--- src/logic/ccs_params.svh ---
// constants of the core status register block
`ifndef CCS_PARAMS_SVH
`define CCS_PARAMS_SVH
`define CCS_ADDR_STACK      8'h81
`define CCS_ADDR_PTR_LOW    8'h82
`define CCS_ADDR_PTR_HIGH   8'h83
`define CCS_ADDR_STATUS     8'hd0
`define CCS_ADDR_MAIN       8'he0
`define CCS_ADDR_SECOND     8'hf0
`define CCS_RST_STACK       8'h07
`define CCS_RST_PTR_LOW     8'h00
`define CCS_RST_PTR_HIGH    8'h00
`define CCS_RST_STATUS      8'h00
`define CCS_RST_MAIN        8'h00
`define CCS_RST_SECOND      8'h00
`define CCS_BIT_CARRY       3'h7
`define CCS_BIT_AUX         3'h6
`define CCS_BIT_USER_ZERO   3'h5
`define CCS_BIT_BANK_HIGH   3'h4
`define CCS_BIT_BANK_LOW    3'h3
`define CCS_BIT_EXCESS      3'h2
`define CCS_BIT_USER_ONE    3'h1
`define CCS_BIT_PARITY      3'h0
`define CCS_STEP         8'h01
`define CCS_ZERO_BYTE    8'h00
`define CCS_BANK_LOW     3'h0
`endif

--- src/logic/ccs_pkg.sv ---
// types of the core status register block
package ccs_pkg;
	// one special-function access from the core
	typedef struct packed {
		logic       wr;
		logic       rd;
		logic [7:0] addr;
		logic [7:0] wdata;
	} ccs_sfr_req_type;
	// one bit-addressed write from the core
	typedef struct packed {
		logic       wr;
		logic [7:0] addr;
		logic       value;
	} ccs_bit_req_type;
	// flag results of the arithmetic unit
	typedef struct packed {
		logic carry_we;
		logic carry;
		logic aux_we;
		logic aux;
		logic excess_we;
		logic excess;
	} ccs_alu_flags_type;
endpackage : ccs_pkg

--- src/logic/ccs_core_status.sv ---
// core stack, pointer, status word and operand registers
//
// Overview of operation
// - After reset the stack top pointer holds 0x07.
// - A push first increments the stack top pointer, and the byte goes to the new location.
// - The 16-bit indirect address pointer is the high byte register over the low byte register.
// - The carry flag in bit 7 takes the carry or borrow of the last arithmetic operation.
// - The auxiliary carry in bit 6 takes the nibble carry or borrow of the last operation.
// - Status bits 4 and 3 select working register bank 0 to 3 at 0x00, 0x08, 0x10, 0x18.
// - The overflow flag in bit 2 takes signed, multiply or divide overflow from the core.
// - Status bit 0 is read-only and always shows odd parity of the main operand register.
// - Status bits 5 and 1 are plain read/write user flags, also writable one bit at a time.
// - The second operand register serves multiply and divide and is bit-addressable at 0xf0.
`timescale 1ns/1ps
`include "ccs_params.svh"

module ccs_core_status (
	// clock and reset
	input  wire logic                       i_mclk,
	input  wire logic                       i_rst_n,
	// special-function register access
	input  wire ccs_pkg::ccs_sfr_req_type   i_sfr,
	input  wire ccs_pkg::ccs_bit_req_type   i_bit,
	output logic                            o_sfr_hit,
	output logic                            o_sfr_ack,
	output logic [7:0]                      o_sfr_rdata,
	// core datapath
	input  wire logic                       i_push,
	input  wire logic                       i_pop,
	input  wire ccs_pkg::ccs_alu_flags_type i_alu,
	input  wire logic                       i_main_we,
	input  wire logic [7:0]                 i_main_wdata,
	input  wire logic                       i_second_we,
	input  wire logic [7:0]                 i_second_wdata,
	// register state
	output logic [7:0]                      o_stack_top,
	output logic [15:0]                     o_indirect_address_pointer,
	output logic [4:0]                      o_bank_base,
	output logic [7:0]                      o_main_operand,
	output logic [7:0]                      o_second_operand,
	output logic                            o_carry_flag,
	output logic                            o_parity
);
	import ccs_pkg::*;

	// byte write then bit write applied to an old value
	function automatic logic [7:0] apply_write(input logic [7:0] old_value,
		input logic byte_we, input logic [7:0] byte_value,
		input logic bit_we, input logic [2:0] bit_idx, input logic bit_value);
		logic [7:0] result;
		result = byte_we ? byte_value : old_value;
		if (bit_we) begin
			result[bit_idx] = bit_value;
		end
		return result;
	endfunction : apply_write

	// bit address falls in the byte at base
	function automatic logic bit_in(input logic [7:0] bit_addr, input logic [7:0] base);
		return bit_addr[7:3] == base[7:3];
	endfunction : bit_in

	logic [7:0] stack_top_pointer;
	logic [7:0] indirect_pointer_low;
	logic [7:0] indirect_pointer_high;
	logic [7:0] program_status_word;
	logic [7:0] main_operand_register;
	logic [7:0] second_operand_register;
	logic       first_cycle;

	// address decode
	wire hit_stack  = i_sfr.addr == `CCS_ADDR_STACK;
	wire hit_low    = i_sfr.addr == `CCS_ADDR_PTR_LOW;
	wire hit_high   = i_sfr.addr == `CCS_ADDR_PTR_HIGH;
	wire hit_status = i_sfr.addr == `CCS_ADDR_STATUS;
	wire hit_main   = i_sfr.addr == `CCS_ADDR_MAIN;
	wire hit_second = i_sfr.addr == `CCS_ADDR_SECOND;
	wire any_hit    = hit_stack | hit_low | hit_high | hit_status | hit_main | hit_second;

	wire bit_status = i_bit.wr & bit_in(i_bit.addr, `CCS_ADDR_STATUS);
	wire bit_main   = i_bit.wr & bit_in(i_bit.addr, `CCS_ADDR_MAIN);
	wire bit_second = i_bit.wr & bit_in(i_bit.addr, `CCS_ADDR_SECOND);

	wire parity_now = ^main_operand_register;

	// stack: a core write wins over push or pop in the same cycle
	wire [7:0] stack_stepped = i_push ? stack_top_pointer + `CCS_STEP :
		(i_pop ? stack_top_pointer - `CCS_STEP : stack_top_pointer);
	wire [7:0] next_stack_top_pointer = (i_sfr.wr & hit_stack) ? i_sfr.wdata :
		stack_stepped;

	wire [7:0] next_indirect_pointer_low = apply_write(indirect_pointer_low,
		i_sfr.wr & hit_low, i_sfr.wdata, 1'b0, i_bit.addr[2:0], i_bit.value);
	wire [7:0] next_indirect_pointer_high = apply_write(indirect_pointer_high,
		i_sfr.wr & hit_high, i_sfr.wdata, 1'b0, i_bit.addr[2:0], i_bit.value);

	// status word: core writes first, arithmetic flag results override
	wire [7:0] status_written = apply_write(program_status_word, i_sfr.wr & hit_status,
		i_sfr.wdata, bit_status, i_bit.addr[2:0], i_bit.value);
	logic [7:0] next_program_status_word;
	always_comb begin
		next_program_status_word = status_written;
		if (i_alu.carry_we) begin
			next_program_status_word[`CCS_BIT_CARRY] = i_alu.carry;
		end
		if (i_alu.aux_we) begin
			next_program_status_word[`CCS_BIT_AUX] = i_alu.aux;
		end
		if (i_alu.excess_we) begin
			next_program_status_word[`CCS_BIT_EXCESS] = i_alu.excess;
		end
		next_program_status_word[`CCS_BIT_PARITY] = 1'b0;
	end

	// operand registers: core register writes win over datapath results
	wire [7:0] main_base = i_main_we ? i_main_wdata : main_operand_register;
	wire [7:0] next_main_operand_register = apply_write(main_base, i_sfr.wr & hit_main,
		i_sfr.wdata, bit_main, i_bit.addr[2:0], i_bit.value);
	wire [7:0] second_base = i_second_we ? i_second_wdata :
		second_operand_register;
	wire [7:0] next_second_operand_register = apply_write(second_base,
		i_sfr.wr & hit_second, i_sfr.wdata, bit_second, i_bit.addr[2:0],
		i_bit.value);

	// read selection
	wire [7:0] status_view = {program_status_word[7:1], parity_now};
	wire [7:0] read_mux = hit_stack ? stack_top_pointer :
		hit_low    ? indirect_pointer_low :
		hit_high   ? indirect_pointer_high :
		hit_status ? status_view :
		hit_main   ? main_operand_register :
		hit_second ? second_operand_register : `CCS_ZERO_BYTE;
	wire [7:0] next_rdata = (i_sfr.rd & any_hit) ? read_mux : `CCS_ZERO_BYTE;

	always_ff @(posedge i_mclk or negedge i_rst_n) begin
		if (!i_rst_n) begin
			stack_top_pointer       <= `CCS_RST_STACK;
			indirect_pointer_low    <= `CCS_RST_PTR_LOW;
			indirect_pointer_high   <= `CCS_RST_PTR_HIGH;
			program_status_word     <= `CCS_RST_STATUS;
			main_operand_register   <= `CCS_RST_MAIN;
			second_operand_register <= `CCS_RST_SECOND;
		end else begin
			stack_top_pointer       <= next_stack_top_pointer;
			indirect_pointer_low    <= next_indirect_pointer_low;
			indirect_pointer_high   <= next_indirect_pointer_high;
			program_status_word     <= next_program_status_word;
			main_operand_register   <= next_main_operand_register;
			second_operand_register <= next_second_operand_register;
		end
	end

	// read answer one cycle after the request
	always_ff @(posedge i_mclk or negedge i_rst_n) begin
		if (!i_rst_n) begin
			o_sfr_rdata <= `CCS_ZERO_BYTE;
			o_sfr_ack   <= 1'b0;
			o_parity    <= 1'b0;
			first_cycle <= 1'b1;
		end else begin
			o_sfr_rdata <= next_rdata;
			o_sfr_ack   <= i_sfr.rd & any_hit;
			o_parity    <= ^next_main_operand_register;
			first_cycle <= 1'b0;
		end
	end

	assign o_sfr_hit                  = any_hit;
	assign o_stack_top                = stack_top_pointer;
	assign o_indirect_address_pointer = {indirect_pointer_high, indirect_pointer_low};
	assign o_bank_base = {program_status_word[`CCS_BIT_BANK_HIGH],
		program_status_word[`CCS_BIT_BANK_LOW], `CCS_BANK_LOW};
	assign o_main_operand             = main_operand_register;
	assign o_second_operand           = second_operand_register;
	assign o_carry_flag               = program_status_word[`CCS_BIT_CARRY];

	property p_reset_stack;
		@(posedge i_mclk) disable iff (!i_rst_n)
		first_cycle |-> stack_top_pointer == `CCS_RST_STACK;
	endproperty
	a_reset_stack: assert property (p_reset_stack) else $error("stack top wrong after reset");

	property p_push;
		@(posedge i_mclk) disable iff (!i_rst_n)
		(i_push && !(i_sfr.wr && hit_stack)) |=>
			o_stack_top == $past(o_stack_top) + `CCS_STEP;
	endproperty
	a_push: assert property (p_push) else $error("push did not increment stack top");

	property p_pointer_high;
		@(posedge i_mclk) disable iff (!i_rst_n)
		(i_sfr.wr && hit_high) |=> o_indirect_address_pointer[15:8] == $past(i_sfr.wdata);
	endproperty
	a_pointer_high: assert property (p_pointer_high) else $error("pointer high byte wrong");

	property p_carry;
		@(posedge i_mclk) disable iff (!i_rst_n)
		i_alu.carry_we |=> o_carry_flag == $past(i_alu.carry);
	endproperty
	a_carry: assert property (p_carry) else $error("carry flag not updated");

	property p_aux;
		@(posedge i_mclk) disable iff (!i_rst_n)
		i_alu.aux_we |=> program_status_word[`CCS_BIT_AUX] == $past(i_alu.aux);
	endproperty
	a_aux: assert property (p_aux) else $error("auxiliary carry not updated");

	property p_bank;
		@(posedge i_mclk) disable iff (!i_rst_n)
		(i_sfr.wr && hit_status && !bit_status) |=>
			o_bank_base == {$past(i_sfr.wdata[4:3]), `CCS_BANK_LOW};
	endproperty
	a_bank: assert property (p_bank) else $error("bank base does not follow select bits");

	property p_excess;
		@(posedge i_mclk) disable iff (!i_rst_n)
		i_alu.excess_we |=> program_status_word[`CCS_BIT_EXCESS] == $past(i_alu.excess);
	endproperty
	a_excess: assert property (p_excess) else $error("overflow flag not updated");

	property p_parity;
		@(posedge i_mclk) disable iff (!i_rst_n)
		(i_sfr.rd && hit_status) |=>
			o_sfr_rdata[`CCS_BIT_PARITY] == ^$past(main_operand_register);
	endproperty
	a_parity: assert property (p_parity) else $error("parity bit wrong");

	property p_parity_out;
		@(posedge i_mclk) disable iff (!i_rst_n)
		o_parity == ^o_main_operand;
	endproperty
	a_parity_out: assert property (p_parity_out) else $error("parity output wrong");

	property p_user_bit;
		@(posedge i_mclk) disable iff (!i_rst_n)
		(bit_status && i_bit.addr[2:0] == `CCS_BIT_USER_ZERO && !i_sfr.wr) |=>
			program_status_word[`CCS_BIT_USER_ZERO] == $past(i_bit.value);
	endproperty
	a_user_bit: assert property (p_user_bit) else $error("user flag bit write lost");

	property p_second_write;
		@(posedge i_mclk) disable iff (!i_rst_n)
		(i_sfr.wr && hit_second && !bit_second) |=> o_second_operand == $past(i_sfr.wdata);
	endproperty
	a_second_write: assert property (p_second_write) else $error("second operand write lost");

	property p_read_stack;
		@(posedge i_mclk) disable iff (!i_rst_n)
		(i_sfr.rd && hit_stack) |=> o_sfr_ack && o_sfr_rdata == $past(stack_top_pointer);
	endproperty
	a_read_stack: assert property (p_read_stack) else $error("stack top read wrong");

endmodule : ccs_core_status

--- config.mk ---
export PLATFORM = sky130hd
export DESIGN_NAME = ccs_core_status
export DESIGN_NICKNAME = d
export VERILOG_FILES = /design/src/logic/ccs_pkg.sv /design/src/logic/ccs_core_status.sv
export VERILOG_INCLUDE_DIRS = /design/src /design/src/logic
export SDC_FILE = /design/constraint.sdc
export NUM_CORES = 1
export LEC_CHECK = 0
export BUFFER_PORTS_ARGS = -buffer_cell sky130_fd_sc_hd__buf_4
export CAP_MARGIN = 15
export CORE_MARGIN = 3
export CORE_UTILIZATION = 50
export DETAILED_ROUTE_END_ITERATION = 6
export GPL_ROUTABILITY_DRIVEN = 0
export PLACE_DENSITY = 0.79
export SLEW_MARGIN = 20
export SYNTH_ARGS = -nofsm -noshare
export SYNTH_HDL_FRONTEND = slang
export SYNTH_SLANG_ARGS = --single-unit
--- constraint.sdc ---
create_clock -name i_mclk -period 2.37 [get_ports i_mclk]
set_input_delay 0.1185 -clock i_mclk [delete_from_list [all_inputs] [get_ports i_mclk]]
set_output_delay 0.1185 -clock i_mclk [all_outputs]
set_load 0.02 [all_outputs]
==> flow_summary.toml, run 1 <==
[status]
status = "finished, violations left"
failed_checks = "negative hold slack"

[critical_path]
critPathCaptureType = "flop"
arrival_ns = 2.48
r2r_end = "o_stack_top[7]"
cp_common_cell = "buf_4"
crit_path_cell_trace = "buf_4, nor3b_1, buf_4, nand3_1, nor3b_2, nand2_2, mux2_2, mux2i_1, o21ai_1, dlygate4sd3_1"
path_buf_inv = 3
rrSetupSlack_ns = 0.24
crit_type = "input port to flop"
critPathMaxStageDelay_ns = 0.55
crit_path_start_kind = "input port"
cp_max_fo = 7
worstRegToRegCells = 8
critPathSlowestCell = "dlygate4sd3_1"
critPathRequiredTime_ns = 2.61
rr_startpoint = "o_stack_top[1]"
cp_top_family = "simple AND/OR/NAND/NOR gates"

[placement]
dp_cells = 622
dpl.hpwl_mm = 9.24
portBuffers = 109

[min_path]
hold_path_depth = 3
min-delay-start = "i_alu[0]"
whs_endpoint = "program_status_word[2]"
hold_class = "input port to flop"

[synthesis]
yosysUniqueCellTypes = 52
syn_avg_cell_area_um2 = 9.12
synth_edf_count = 0
ys_ff_latch = 57
seq_area_frac_synth_pct = 36.1
syn_area_mm2 = 0.00397
ys.flop_type = "dfrtp_1"
ys_async_sr_fraction_pct = 100
synth-warning-count = 0
synthesis.instances = 435

[grt]
grt_pass1_wl_mm = 19.7
grt_start_max_net_pins = 58
grt_pass1_vias = 3888
overflow = 0
grt_usage_pct = 28.6
antenna_found_initial = 0

[die]
fp.dieH_um = 95.1
rows = 31
initial_utilization_pct = 53.0
ioPinCount = 113
dieWidth_um = 95.1
core_region_area_mm2 = 0.00749
dieArea_mm2 = 0.00903

[sta]
hold_viol = 1
drv_slew = 0
skew_ns = 0.0109
hold_ws_ns = -0.00143
fmax_ghz = 0.446
tightest_slew_ns = 0.726
post-route-min-period_ns = 2.24
finalCritPeriodShare_pct = 94.7
max_slew_margin_pct = 51.6
setup_violations = 0

[power_and_ir_drop]
p_seq_share_pct = 35.2
pwr-share-comb_pct = 36.6
powerDensity_mw_per_mm2 = 733
switching_share_pct = 36.3
p_int_uw = 2390
switching_power_uw = 1360
ir_worst_vdd_v = 0.000421
clkPwrFrac_pct = 28.2
p_leak_uw = 0.00243

[detailed_routing]
num_vias = 3927
drt-initial-drc-count = 310
ant_nets = 0
firstDrtPassIters = 5
drt-wirelength-per-cell_um = 19.4
wl_mm = 12.5
drc_errors = 0
vias_per_cell = 6.10

[job]
cap_violations = 0

[final_layout]
final_cell_mix = "120 x buf_4, 59 x nand2_1, 54 x dfrtp_1"
seqCellArea_mm2 = 0.00143
final_common_cell = "buf_4"
fin_cells = 644
final_core_util_pct = 68.5
num_antenna_cells = 0
layout-drive-gt1-share_pct = 30.3
fillers = 581
final_nets = 603
multi_input_area_mm2 = 0.00235
area_growth_pct = 29.3

[clock_tree]
cts_buffers = 9
postCtsSetupRepairBufs = 0
cts.clk_slew.worst_paths_ns = 0.07
cts_buffer_depth = 2
cts_tree = "done"
clock_sinks = 57
htreeDepth = 3
cts_root_buf = "clkbuf_8"
clock_latency_ns = 0.35
## kinds of logic (layout without fill, tap and decap cells)
family	Yosys count	in the layout	synth area share, %
AND/OR/NAND/NOR	146	146	17.6
XOR/XNOR	27	27	5.96
multiplexers	55	55	15.8
buffers and inverters	43	151	4.92
AO/OA/AOI/OAI	99	99	17.1
flip-flops	57	57	36.1
other	1	3	0.0946
adder cells (fa/ha/maj)	7	7	2.40
## area by class of cell
| class | instances | share of cell area [%] |
|---|---|---|
| Clock buffer | 9 | 2.42 |
| Clock inverter | 7 | 2.00 |
| Inverter | 9 | 0.659 |
| Multi-Input combinational cell | 337 | 45.8 |
| Sequential cell | 57 | 27.9 |
| Tap cell | 99 | 2.42 |
| Timing Repair Buffer | 126 | 18.7 |
## timing repair
| item | CTS | global route |
|---|---|---|
| gates resized for setup | 0 | 1 |
| hold buffers | 6 | 0 |
| hold endpoints to repair | 57 | 0 |
| endpoints found under the setup margin | 0 | 2 |
## worst max-delay path by stage
stage	cells after the start	end	slack [ns]	start
final	10	program_status_word[6]	0.13	i_sfr[11]
after floorplan	7	o_parity	0.39	o_main_operand[1]
after detailed placement	9	o_parity	0.20	i_sfr[11]
after global routing	10	program_status_word[6]	-0.02	i_sfr[11]
after global placement	8	o_parity	0.21	i_sfr[11]
after CTS	10	program_status_word[6]	0.09	i_sfr[11]
## worst min-delay path: stages
cell,delay [ns]
buf_4,0.08
nand2_1,0.04
o21ai_1,0.07
## Yosys cell counts (7+ instances only)
cell type  instances  area (um^2)
clkbuf_1          19         71.3
a21oi_1           27          135
dfrtp_1           54         1350
o21ai_1            7         35.0
xnor2_1           19          166
nand2_1           60          225
nand3_1           14         70.1
nor2_1            33          124
buf_4              7         52.6
mux2_2            19          214
xor2_1             8         70.1
mux2i_1           29          290
o221ai_1          15          131
a222oi_1           8         80.1
o21ai_0           16         80.1
inv_1              9         33.8
## through the flow
step	cell area (um^2)	setup slack, ns	total power [uW]	TNS, ns
3_5_place_dp	4840	0.198	2690	0
6_report	5120	0.126	3750	0
4_1_cts	5120	0.0870	3750	0
2_1_floorplan	3970	0.389	2170	0
3_3_place_gp	4840	0.212	2640	0
5_1_grt	5120	-0.0228	3970	-0.0228
## per-layer routing
metal | vias up | wire length, um | global-route usage, %
met5 | - | 0 | 0
met3 | 42 | 1130 | 4.97
met2 | 244 | 6060 | 48.2
met4 | 0 | 412 | 11.2
li1 | 1789 | - | -
met1 | 1852 | 4910 | 36.5
## flip-flops by register name (all words and copies together) (netlist names)
| name | count |
|---|---|
| indirect_pointer_high | 8 |
| o_second_operand | 8 |
| o_parity | 1 |
| o_sfr_rdata | 8 |
| o_sfr_ack | 1 |
| program_status_word | 7 |
| indirect_pointer_low | 8 |
| o_stack_top | 8 |
| o_main_operand | 8 |
## power groups by stage
stage                     registers (uW)  clock network [uW]  logic (uW)
final                               1320                1060        1370
after global routing                1330                1120        1520
after CTS                           1320                1060        1370
after detailed placement            1330                   0        1360
after global placement              1320                   0        1310
after floorplan                     1420                   0         752
Note: power is estimated with default switching activity, not from simulation.
==> run 2, diff against run 1 <==
--- a/config.mk
+++ b/config.mk
@@ -13,6 +13,7 @@
 export DETAILED_ROUTE_END_ITERATION = 6
 export GPL_ROUTABILITY_DRIVEN = 0
 export PLACE_DENSITY = 0.79
+export RECOVER_POWER = 50
 export SLEW_MARGIN = 20
 export SYNTH_ARGS = -nofsm -noshare
 export SYNTH_HDL_FRONTEND = slang
==> run 2 against run 1 <==
  * The flow now finishes without violations
  * Critical path depth did not move
  * Sequential share of layout area increased by 0.58 points
  * Clock skew rose by 0.0018 ns
  * Final cell count is the same
  * First-iteration DRC count rose by 8.1%
  * Setup slack got worse by 0.0034 ns
  * Critical endpoint unchanged
==> flow_summary.toml, run 2 (synthesized netlist as in run 1, its figures left out) <==
[critical_path]
crit_type = "input port to flop"
worstRegToRegCells = 8
crit_path_cell_trace = "buf_4, nor3b_1, buf_4, nand3_1, nor3b_2, nand2_2, mux2_2, mux2i_1, o21ai_1, dlygate4sd3_1"
path_buf_inv = 3
r2r_end = "o_stack_top[7]"
rrSetupSlack_ns = 0.23
arrival_ns = 2.48
cp_top_family = "simple AND/OR/NAND/NOR gates"
critPathSlowestCell = "dlygate4sd3_1"
cp_max_fo = 7
crit_path_start_kind = "input port"
critPathRequiredTime_ns = 2.61
critPathMaxStageDelay_ns = 0.56
rr_startpoint = "o_stack_top[1]"
cp_common_cell = "buf_4"
critPathCaptureType = "flop"

[grt]
grt_pass1_wl_mm = 19.7
overflow = 0
grt_usage_pct = 28.6
antenna_found_initial = 0
grt_pass1_vias = 3888
grt_start_max_net_pins = 58

[min_path]
whs_endpoint = "program_status_word[2]"
min-delay-start = "i_alu[0]"
hold_path_depth = 3
hold_class = "input port to flop"

[detailed_routing]
firstDrtPassIters = 5
drt-initial-drc-count = 335
vias_per_cell = 6.12
ant_nets = 0
drc_errors = 0
wl_mm = 12.5
drt-wirelength-per-cell_um = 19.4
num_vias = 3940

[final_layout]
fillers = 615
final_nets = 603
layout-drive-gt1-share_pct = 25.3
area_growth_pct = 26.6
multi_input_area_mm2 = 0.00235
final_common_cell = "buf_4"
num_antenna_cells = 0
fin_cells = 644
seqCellArea_mm2 = 0.00143
final_cell_mix = "92 x buf_4, 59 x nand2_1, 54 x dfrtp_1"

[sta]
post-route-min-period_ns = 2.25
finalCritPeriodShare_pct = 94.8
tightest_slew_ns = 1.42
skew_ns = 0.0127
setup-tns-final_ns = 0
hold_viol = 0
drv_slew = 0
setup_violations = 0
fmax_ghz = 0.445
max_slew_margin_pct = 5.37
hold_ws_ns = 0.00196

[power_and_ir_drop]
switching_power_uw = 1370
p_leak_uw = 0.00232
ir_worst_vdd_v = 0.000421
switching_share_pct = 36.6
clkPwrFrac_pct = 28.6
pwr-share-comb_pct = 36.1
p_int_uw = 2360
powerDensity_mw_per_mm2 = 743
p_seq_share_pct = 35.3
total_power_uw = 3730

[placement]
dpl.hpwl_mm = 9.24
dp_cells = 622
portBuffers = 109

[die]
fp.dieH_um = 95.1
core_region_area_mm2 = 0.00749
rows = 31
ioPinCount = 113
dieWidth_um = 95.1
dieArea_mm2 = 0.00903
initial_utilization_pct = 53.0

[clock_tree]
cts_buffers = 9
cts_root_buf = "clkbuf_8"
postCtsSetupRepairBufs = 0
cts_buffer_depth = 2
cts.clk_slew.worst_paths_ns = 0.07
htreeDepth = 3
cts_tree = "done"
clock_latency_ns = 0.35
clock_sinks = 57

[status]
status = "finished, final reports clean"

[job]
cap_violations = 0
## run 2: cell types whose count changed in the layout (fill, tap and decap cells not counted), sizes merged
cell	before	now
buf	120	92
clkbuf	9	37
## run 2: timing repair
action / CTS / global route
gates resized for setup: 0 / 1
hold endpoints to repair: 57 / 0
hold buffers: 6 / 0
setup endpoints to repair: 0 / 2
## run 2: final cells by class
| class | instances | share of cell area [%] |
|---|---|---|
| Multi-Input combinational cell | 337 | 46.8 |
| Clock buffer | 9 | 2.47 |
| Timing Repair Buffer | 126 | 17.1 |
| Tap cell | 99 | 2.47 |
| Clock inverter | 7 | 2.04 |
| Sequential cell | 57 | 28.5 |
| Inverter | 9 | 0.673 |
## run 2: how the worst max path moves through the flow
stage / startpoint / to / slack, ns / cells after the start
after floorplan: o_main_operand[1] / o_parity / 0.39 / 7
after global placement: i_sfr[11] / o_parity / 0.21 / 8
after detailed placement: i_sfr[11] / o_parity / 0.20 / 9
after CTS: i_sfr[11] / program_status_word[6] / 0.09 / 10
after global routing: i_sfr[11] / program_status_word[6] / -0.02 / 10
final: i_sfr[11] / program_status_word[6] / 0.12 / 10
## run 2: power by group through the flow
stage / sequential [uW] / combinational [uW] / clock (uW)
floorplan: 1420 / 752 / 0
detailed placement: 1330 / 1360 / 0
CTS: 1320 / 1370 / 1060
global placement: 1320 / 1310 / 0
finish: 1320 / 1350 / 1070
global route: 1330 / 1490 / 1120
## run 2: metrics by stage
stage	area, um^2	util [%]	worst slack, ns
after detailed placement	4840	64.6	0.198
after CTS	5120	68.4	0.0870
after floorplan	3970	-	0.389
final	5020	67.1	0.122
after global routing	5020	67.1	-0.0228
after global placement	4840	64.6	0.212
## run 2: worst register-to-register path, delay by kind of cell, from the launching register on
family / cells / cell delay [ns]
AOI/OAI and AO/OA: 6 / 1.15
adders and majority gates: 1 / 0.25
DFF: 1 / 0.59
and+or+nand+nor: 1 / 0.09
## run 2: per-layer routing
layer	up-vias	wire, um	GRT usage (%)
li1	1791	-	-
met1	1863	4790	36.5
met2	248	6130	48.2
met3	38	1220	4.97
met4	0	337	11.2
met5	-	0	0
